==> src/hw/sfl_params.svh <==
/*
 * Constants for the stack frame, stack push and loop prefix sequencer.
 * Assumes a 16-bit word, a downward-growing stack and byte addressing.
 */
`ifndef SFL_PARAMS_SVH
`define SFL_PARAMS_SVH

`define SFL_WORD_BYTES   16'h0002
`define SFL_REGSET_LAST  3'h7
`define SFL_REGSET_TEMP  3'h4
`define SFL_SP_RESET     16'h0000
`define SFL_BP_RESET     16'h0000
`define SFL_CW_RESET     16'h0000
`define SFL_ZERO16       16'h0000
`define SFL_ONE16        16'h0001
`define SFL_ZERO8        8'h00
`define SFL_ONE8         8'h01

`endif

==> src/hw/sfl_pkg.sv <==
/*
 * Types shared by the sequencer and its stack access port.
 * Assumes the includer has the constants header available.
 */
package sfl_pkg;

    typedef enum logic [2:0] {
        SFL_OP_PUSH_WORD        = 3'h0,
        SFL_OP_PUSH_IMM8        = 3'h1,
        SFL_OP_PUSH_REGSET      = 3'h2,
        SFL_OP_BUILD_FRAME      = 3'h3,
        SFL_OP_LOOP_PLAIN       = 3'h4,
        SFL_OP_LOOP_WHILE_EQUAL = 3'h5,
        SFL_OP_LOOP_WHILE_CARRY = 3'h6
    } sfl_op_t;

    typedef struct packed {
        sfl_op_t     op;
        logic [15:0] imm16;
        logic [7:0]  imm8;
        logic [15:0] operand;
    } sfl_cmd_t;

    typedef struct packed {
        logic [15:0] accumulatorWord;
        logic [15:0] dataPortRegister;
        logic [15:0] baseGeneralRegister;
        logic [15:0] sourcePointer;
        logic [15:0] destPointer;
    } sfl_gpr_t;

    typedef struct packed {
        logic [15:0] stackTop;
        logic [15:0] frameBase;
        logic [15:0] loopCounter;
    } sfl_ptrs_t;

    typedef struct packed {
        logic        we;
        logic [15:0] addr;
        logic [15:0] wdata;
    } sfl_mem_req_t;

    typedef struct packed {
        logic zero;
        logic carry;
    } sfl_exec_res_t;

    typedef enum logic [9:0] {
        SFL_ST_IDLE  = 10'h001,
        SFL_ST_PUSH  = 10'h002,
        SFL_ST_FSAVE = 10'h004,
        SFL_ST_FREAD = 10'h008,
        SFL_ST_FCOPY = 10'h010,
        SFL_ST_FTEMP = 10'h020,
        SFL_ST_FDONE = 10'h040,
        SFL_ST_PALL  = 10'h080,
        SFL_ST_LRUN  = 10'h100,
        SFL_ST_LWAIT = 10'h200
    } sfl_state_t;

endpackage

==> src/hw/sfl_exec.sv <==
/*
 * Sequencer for frame building, stack pushes and counted loop prefixes.
 * Assumes the core hands one command at a time, runs the governed block
 * instruction on request and returns its zero and carry results.
 */
`timescale 1ns/10ps
`include "sfl_params.svh"

module sfl_exec
    import sfl_pkg::*;
(
    input  wire logic          mclk,
    input  wire logic          rst,
    input  wire logic          cmdValid,
    input  wire sfl_cmd_t      cmd,
    output logic               cmdReady,
    input  wire sfl_gpr_t      gpr,
    input  wire logic          regLoad,
    input  wire sfl_ptrs_t     regIn,
    output sfl_ptrs_t          regOut,
    output logic               memReq,
    output sfl_mem_req_t       memOp,
    input  wire logic          memAck,
    input  wire logic [15:0]   memRdata,
    output logic               execReq,
    input  wire logic          execDone,
    input  wire sfl_exec_res_t execFlags,
    output logic               pcAdvance,
    output logic               opDone,
    output logic               intInhibit
);

    function automatic logic [15:0] dec2(input logic [15:0] v);
        dec2 = 16'(v - `SFL_WORD_BYTES);
    endfunction

    function automatic logic [15:0] signExt8(input logic [7:0] v);
        signExt8 = {{8{v[7]}}, v};
    endfunction

    sfl_state_t   state_reg, state_next;
    logic [15:0]  sp_reg, sp_next, bp_reg, bp_next, cw_reg, cw_next;
    logic [15:0]  temp_reg, temp_next, wdata_reg, wdata_next, size_reg, size_next;
    logic [7:0]   cnt_reg, cnt_next;
    logic [2:0]   idx_reg, idx_next;
    sfl_op_t      mode_reg, mode_next;
    logic         pend_reg, pend_next;
    logic         ready_reg, exec_reg, exec_next, adv_reg, adv_next;
    logic         done_reg, done_next, inh_reg;

    wire logic        accDone;
    wire logic [15:0] accRdata;
    wire logic        accState = state_reg inside {SFL_ST_PUSH, SFL_ST_FSAVE,
        SFL_ST_FREAD, SFL_ST_FCOPY, SFL_ST_FTEMP, SFL_ST_PALL};
    wire logic        accStart = accState && !pend_reg;
    wire logic        isLoop   = cmd.op inside {SFL_OP_LOOP_PLAIN,
        SFL_OP_LOOP_WHILE_EQUAL, SFL_OP_LOOP_WHILE_CARRY};
    wire logic [15:0] cwDec    = 16'(cw_reg - `SFL_ONE16);
    wire logic [15:0] regsetWord;
    wire logic [15:0] accWdata;
    wire logic        loopExit;
    sfl_mem_req_t     accReq;

    ////////////////////////////////////////////////////////////////////////////////
    // Write data and address selection.
    assign regsetWord = (idx_reg == 3'h0) ? gpr.accumulatorWord :
                        (idx_reg == 3'h1) ? cw_reg :
                        (idx_reg == 3'h2) ? gpr.dataPortRegister :
                        (idx_reg == 3'h3) ? gpr.baseGeneralRegister :
                        (idx_reg == `SFL_REGSET_TEMP) ? temp_reg :
                        (idx_reg == 3'h5) ? bp_reg :
                        (idx_reg == 3'h6) ? gpr.sourcePointer : gpr.destPointer;
    assign accWdata = (state_reg == SFL_ST_FSAVE) ? bp_reg :
                      (state_reg == SFL_ST_FCOPY) ? accRdata :
                      (state_reg == SFL_ST_FTEMP) ? temp_reg :
                      (state_reg == SFL_ST_PALL)  ? regsetWord : wdata_reg;
    assign accReq.we    = (state_reg != SFL_ST_FREAD);
    assign accReq.addr  = (state_reg == SFL_ST_FREAD) ? dec2(bp_reg) : dec2(sp_reg);
    assign accReq.wdata = accWdata;

    // The exit decision reads only the flags returned with this pass, so a stale
    // flag from before the prefix can never end or extend the loop.
    assign loopExit = (cwDec == `SFL_ZERO16) ||
        (mode_reg == SFL_OP_LOOP_WHILE_EQUAL && !execFlags.zero) ||
        (mode_reg == SFL_OP_LOOP_WHILE_CARRY && !execFlags.carry);

    sfl_stack_port u_port (
        .mclk     (mclk),
        .rst      (rst),
        .start    (accStart),
        .reqIn    (accReq),
        .done     (accDone),
        .rdata    (accRdata),
        .memReq   (memReq),
        .memOp    (memOp),
        .memAck   (memAck),
        .memRdata (memRdata)
    );

    ////////////////////////////////////////////////////////////////////////////////
    // Sequencer.
    always_comb begin
        state_next = state_reg;
        sp_next    = sp_reg;
        bp_next    = bp_reg;
        cw_next    = cw_reg;
        temp_next  = temp_reg;
        wdata_next = wdata_reg;
        size_next  = size_reg;
        cnt_next   = cnt_reg;
        idx_next   = idx_reg;
        mode_next  = mode_reg;
        exec_next  = 1'b0;
        adv_next   = 1'b0;
        done_next  = 1'b0;
        pend_next  = accStart ? 1'b1 : (accDone ? 1'b0 : pend_reg);
        unique case (state_reg)
            SFL_ST_IDLE: begin
                if (regLoad && !cmdValid) begin
                    sp_next = regIn.stackTop;
                    bp_next = regIn.frameBase;
                    cw_next = regIn.loopCounter;
                end
                if (cmdValid) begin
                    mode_next = cmd.op;
                    if (cmd.op == SFL_OP_PUSH_WORD) begin
                        wdata_next = cmd.operand;
                        state_next = SFL_ST_PUSH;
                    end else if (cmd.op == SFL_OP_PUSH_IMM8) begin
                        wdata_next = signExt8(cmd.imm8);
                        state_next = SFL_ST_PUSH;
                    end else if (cmd.op == SFL_OP_PUSH_REGSET) begin
                        temp_next  = sp_reg;
                        idx_next   = 3'h0;
                        state_next = SFL_ST_PALL;
                    end else if (cmd.op == SFL_OP_BUILD_FRAME) begin
                        size_next  = cmd.imm16;
                        cnt_next   = cmd.imm8;
                        state_next = SFL_ST_FSAVE;
                    end else if (isLoop && cw_reg == `SFL_ZERO16) begin
                        adv_next  = 1'b1;
                        done_next = 1'b1;
                    end else if (isLoop) begin
                        state_next = SFL_ST_LRUN;
                    end else begin
                        done_next = 1'b1;
                    end
                end
            end
            SFL_ST_PUSH: begin
                if (accDone) begin
                    sp_next    = dec2(sp_reg);
                    done_next  = 1'b1;
                    state_next = SFL_ST_IDLE;
                end
            end
            SFL_ST_FSAVE: begin
                if (accDone) begin
                    sp_next   = dec2(sp_reg);
                    temp_next = dec2(sp_reg);
                    cnt_next  = 8'(cnt_reg - `SFL_ONE8);
                    if (cnt_reg == `SFL_ZERO8) begin
                        state_next = SFL_ST_FDONE;
                    end else if (cnt_reg == `SFL_ONE8) begin
                        state_next = SFL_ST_FTEMP;
                    end else begin
                        state_next = SFL_ST_FREAD;
                    end
                end
            end
            SFL_ST_FREAD: begin
                if (accDone) begin
                    state_next = SFL_ST_FCOPY;
                end
            end
            SFL_ST_FCOPY: begin
                if (accDone) begin
                    sp_next    = dec2(sp_reg);
                    bp_next    = dec2(bp_reg);
                    cnt_next   = 8'(cnt_reg - `SFL_ONE8);
                    state_next = (cnt_reg == `SFL_ONE8) ? SFL_ST_FTEMP : SFL_ST_FREAD;
                end
            end
            SFL_ST_FTEMP: begin
                if (accDone) begin
                    sp_next    = dec2(sp_reg);
                    state_next = SFL_ST_FDONE;
                end
            end
            SFL_ST_FDONE: begin
                bp_next    = temp_reg;
                sp_next    = 16'(sp_reg - size_reg);
                done_next  = 1'b1;
                state_next = SFL_ST_IDLE;
            end
            SFL_ST_PALL: begin
                if (accDone) begin
                    sp_next  = dec2(sp_reg);
                    idx_next = 3'(idx_reg + 3'h1);
                    if (idx_reg == `SFL_REGSET_LAST) begin
                        done_next  = 1'b1;
                        state_next = SFL_ST_IDLE;
                    end
                end
            end
            SFL_ST_LRUN: begin
                exec_next  = 1'b1;
                state_next = SFL_ST_LWAIT;
            end
            SFL_ST_LWAIT: begin
                if (execDone) begin
                    cw_next = cwDec;
                    if (loopExit) begin
                        adv_next   = 1'b1;
                        done_next  = 1'b1;
                        state_next = SFL_ST_IDLE;
                    end else begin
                        state_next = SFL_ST_LRUN;
                    end
                end
            end
            default: begin
                state_next = SFL_ST_IDLE;
            end
        endcase
    end

    always_ff @(posedge mclk) begin
        if (rst) begin
            state_reg <= SFL_ST_IDLE;
            sp_reg    <= `SFL_SP_RESET;
            bp_reg    <= `SFL_BP_RESET;
            cw_reg    <= `SFL_CW_RESET;
            temp_reg  <= `SFL_ZERO16;
            wdata_reg <= `SFL_ZERO16;
            size_reg  <= `SFL_ZERO16;
            cnt_reg   <= `SFL_ZERO8;
            idx_reg   <= 3'h0;
            mode_reg  <= SFL_OP_PUSH_WORD;
            pend_reg  <= 1'b0;
            ready_reg <= 1'b0;
            exec_reg  <= 1'b0;
            adv_reg   <= 1'b0;
            done_reg  <= 1'b0;
            inh_reg   <= 1'b0;
        end else begin
            state_reg <= state_next;
            sp_reg    <= sp_next;
            bp_reg    <= bp_next;
            cw_reg    <= cw_next;
            temp_reg  <= temp_next;
            wdata_reg <= wdata_next;
            size_reg  <= size_next;
            cnt_reg   <= cnt_next;
            idx_reg   <= idx_next;
            mode_reg  <= mode_next;
            pend_reg  <= pend_next;
            ready_reg <= (state_next == SFL_ST_IDLE);
            exec_reg  <= exec_next;
            adv_reg   <= adv_next;
            done_reg  <= done_next;
            inh_reg   <= state_next inside {SFL_ST_LRUN, SFL_ST_LWAIT};
        end
    end

    assign cmdReady           = ready_reg;
    assign regOut.stackTop    = sp_reg;
    assign regOut.frameBase   = bp_reg;
    assign regOut.loopCounter = cw_reg;
    assign execReq            = exec_reg;
    assign pcAdvance          = adv_reg;
    assign opDone             = done_reg;
    assign intInhibit         = inh_reg;
endmodule

==> src/hw/sfl_stack_port.sv <==
/*
 * Single-word stack memory access port with registered request outputs.
 * Assumes the memory answers each request with a one-cycle acknowledge.
 */
`timescale 1ns/10ps
`include "sfl_params.svh"

module sfl_stack_port
    import sfl_pkg::*;
(
    input  wire logic         mclk,
    input  wire logic         rst,
    input  wire logic         start,
    input  wire sfl_mem_req_t reqIn,
    output logic              done,
    output logic [15:0]       rdata,
    output logic              memReq,
    output sfl_mem_req_t      memOp,
    input  wire logic         memAck,
    input  wire logic [15:0]  memRdata
);

    logic         memReq_reg;
    logic         done_reg;
    logic [15:0]  rdata_reg;
    sfl_mem_req_t memOp_reg;

    ////////////////////////////////////////////////////////////////////////////////
    // The request is held until acknowledged, so a slow memory simply stretches it.
    always_ff @(posedge mclk) begin
        if (rst) begin
            memReq_reg <= 1'b0;
            done_reg   <= 1'b0;
            rdata_reg  <= `SFL_ZERO16;
            memOp_reg  <= '0;
        end else begin
            done_reg <= memReq_reg && memAck;
            if (memReq_reg && memAck) begin
                memReq_reg <= 1'b0;
                rdata_reg  <= memRdata;
            end else if (start) begin
                memReq_reg <= 1'b1;
                memOp_reg  <= reqIn;
            end
        end
    end

    assign memReq = memReq_reg;
    assign memOp  = memOp_reg;
    assign done   = done_reg;
    assign rdata  = rdata_reg;

endmodule

==> config.mk <==
export PLATFORM = sky130hd
export DESIGN_NAME = sfl_exec
export DESIGN_NICKNAME = d
export VERILOG_FILES = /design/src/hw/sfl_pkg.sv /design/src/hw/sfl_exec.sv /design/src/hw/sfl_stack_port.sv
export VERILOG_INCLUDE_DIRS = /design/src /design/src/hw
export SDC_FILE = /design/constraint.sdc
export NUM_CORES = 1
export LEC_CHECK = 0
export BUFFER_PORTS_ARGS = -buffer_cell sky130_fd_sc_hd__buf_2
export CAP_MARGIN = 20
export CORE_MARGIN = 3
export CORE_UTILIZATION = 55
export CTS_CLUSTER_SIZE = 24
export DETAILED_ROUTE_END_ITERATION = 10
export MAX_ROUTING_LAYER = met4
export PLACE_DENSITY = 0.92
export SYNTH_ARGS = -nofsm -noshare
export SYNTH_HDL_FRONTEND = slang
export SYNTH_SLANG_ARGS = --single-unit
==> constraint.sdc <==
create_clock -name mclk -period 3.74 [get_ports mclk]
set_clock_uncertainty 0.15 [all_clocks]
set_input_delay 0.748 -clock mclk [delete_from_list [all_inputs] [get_ports mclk]]
set_output_delay 0.748 -clock mclk [all_outputs]
set_load 0.03 [all_outputs]
==> run metrics <==
fin crit period=about 3.2 ns; FMAX=0.315 GHz; top cells by area, synth=dfxtp_1 (31%), nor2_1 (6.0%), a21oi_1 (5.8%); post-detailed-route DRC marker count=0; Iter 0 DRT Violations=approximately 1.9k; commonest non-fill, non-tap cell in the layout=buf_2; setup_tns=0 ns; cells along the critical path=nor4_4 > and3_1 > nor4b_2 > buf_4 > a211o_1 > or2_1 > o31ai_2; Mapped Cells=roughly 1.5k; clk sinks=177; row count=51; max incr delay on CP=about 0.70 ns; clock tree from TritonCTS=built; Reg2Reg Capture Point=u_port.memOp[7]; die footprint=22300 µm²; Starting Density=between 50% and 60%; commonest non-fill, non-tap cells in the layout=buf_2 (280), nor2_1 (179), dfxtp_1 (177); Worst Path Buf+Inv=1; Synth top area share=31.3%; H-tree depth=4; Worst Setup Slack, final=0.568 ns; Max-Cap Viols=0; CTS max path bufs=2; Crit Path Class=reg2reg; Worst IR Drop VDD=0.314 mV; Hold Path Class=reg2reg; Sw Pwr=~2.5 mW; FF+latch count, synth=about 180; GRT Overall Usage=37.4%; Worst Hold Depth=2; Synth area leader=dfxtp_1; GPL Wtd Cong=~1.1; hold wc startpoint=u_port.memOp[30]; syn nets=1732; GRT overflow=0; final setup vio count=0; YS warnings=0; Leak=5.53 nW; # fillers=1687; aggregate routed wire length=~43000 µm; combinational share of power=33.4%; Final ANT Viol Nets=0; Tcrit/Tclk final=a little over four fifths; vias in the first global route=11.9k; max reg flops=33; DR vias/cell=6.57; Int Power=3.85 mW; cts bufs inserted=17; r2r worst-path depth=7; Reg power frac=37.7%; Post-synth EDFFs=0; top_reg_cell synth=dfxtp_1; Final Max Slew Viols=0; # IOs=282; global-route wire length before repair=64300 µm; Clk pwr share=between 20 and 30%; Die Ht=~150 µm; via count=13.1k; Hold Path Sink=u_port.memOp[30]; Tightest Pin Transition=0.954 ns; CP Capture Type=flip-flop; Pre-Repair DR Iteration Count=7; final net count=1938; share of the yosys chip area belonging to registers=31.3%; initial antenna violation count=3; syn avg cell area=approximately 7.5 µm²; Crit. path cell count=7; crit-path leading delay family=simple AND/OR/NAND/NOR gates; root buf cell=clkbuf_16; HPWL Detailed=~31000 µm; layout cells sized above 1=around 22%; die width=around 150 µm; post_cts resized=0; hold slack=0.298 ns; Place WS=0.648 ns; CP Data Required Time=3.94 ns; crit start category=flip-flop; Reg clk slew, reported paths=0.07 ns; outcome=finished, final reports clean; Post-Syn Area=11300 µm²; post-CTS setup repair buffer count=0; largest fanout on the critical path=20; r2r startpoint=state_reg[7]; core region area=19800 µm²; PortBufs=281; clk_lat worst skew=0.44 ns; largest net degree at the start of global routing=66; RSZ-0062 raised after global routing=no; hold_buf cts=0; CP arrival=3.37 ns; flop-to-flop setup slack=0.57 ns; DR WL/cell=roughly 21 µm; P&R area growth vs syn=18.3%; Yosys cell types=around 80; asr flop ratio synth=0%; Power Density=475 nW/µm²; Final Hold Viols=0; max_slew headroom=36.2%; critical path's slowest cell=and3_1; Net Sw Frac=roughly two fifths
## worst max-delay path by stage
stage                 startpoint                to  slack, ns
floorplan              cw_reg[1]        intInhibit       0.86
global placement    state_reg[7]   u_port.memOp[0]       0.73
detailed placement  state_reg[7]  u_port.memOp[11]       0.65
CTS                 state_reg[7]  u_port.memOp[11]       0.62
global route        state_reg[1]   u_port.memOp[2]       0.38
finish              state_reg[7]   u_port.memOp[7]       0.57
## metrics by stage
step,utilization (%),cell area [µm²],power (mW),cells
CTS,67.3,13400,6.27,1990
global placement,64.3,12800,4.41,1958
global route,67.4,13400,6.59,1996
floorplan,-,11300,3.77,1509
finish,67.4,13400,6.36,1996
detailed placement,64.3,12800,4.45,1958
## cell usage after synthesis (5+ instances only)
library cell	instances
o21ai_1	5
dfxtp_1	177
and3_1	8
nand4_1	7
a21o_1	5
a221oi_1	22
clkbuf_1	104
o21ai_0	75
or2_2	6
nor2_1	180
a21oi_1	130
ha_1	27
a311oi_1	5
nand3_1	39
o31ai_1	13
o221ai_1	5
nand2_1	153
nand4b_1	5
nand2b_1	9
a22oi_1	28
o311ai_0	14
nor3b_1	6
inv_1	52
o31ai_2	8
nor2b_1	14
nand3b_1	23
o21a_1	5
or3_1	9
a22o_1	21
o22ai_1	35
buf_2	13
and2_1	6
nor3_1	58
o211ai_1	9
buf_6	7
and4_1	5
nor4_1	11
mux2i_1	11
a211oi_1	72
xnor2_1	28
xor2_1	26
## worst min-delay path, cell delays in order, from the launching register on
cell and delay [ns]:
dfxtp_1 0.31, nand2_1 0.05, a21oi_1 0.05
## area by class of cell
type                            count  area, µm²  share of cell area [%]
Timing Repair Buffer              317       1680                    12.5
Sequential cell                   177       3540                    26.5
Inverter                           52        195                    1.46
Multi-Input combinational cell   1150       7040                    52.6
Clock inverter                     14        153                    1.14
Tap cell                          265        332                    2.48
Antenna cell                        3       7.51                  0.0561
Clock buffer                       18        439                    3.28
## cells by family (layout without fill, tap and decap cells)
| kind of cell | after synthesis | count (layout) | synth area share (%) |
|---|---|---|---|
| AOI/OAI and AO/OA | 497 | 497 | 29.8 |
| xor gates and xnor gates | 54 | 54 | 4.18 |
| adders and majority gates | 28 | 28 | 3.16 |
| buffers and inverters | 182 | 401 | 6.71 |
| DFF | 177 | 177 | 31.3 |
| muxes | 11 | 11 | 0.973 |
| other | 0 | 3 | 0 |
| and+or+nand+nor | 560 | 560 | 23.8 |
## power by group through the flow
stage	Sequential [mW]	Clock (mW)	Combinational, mW
2_1_floorplan	2.40	0	1.37
3_3_place_gp	2.40	0	2.01
3_5_place_dp	2.40	0	2.05
4_1_cts	2.36	1.84	2.08
5_1_grt	2.39	1.90	2.31
6_report	2.39	1.84	2.13
## layer usage
metal | GRT usage (%) | wire (µm) | up-vias
li1 | - | - | 5938
met1 | 49.7 | 16400 | 5976
met2 | 55.5 | 18500 | 1002
met3 | 6.09 | 5500 | 197
met4 | 18.6 | 2380 | 0
met5 | - | 0 | -
Power figures use the tool's default switching activity.
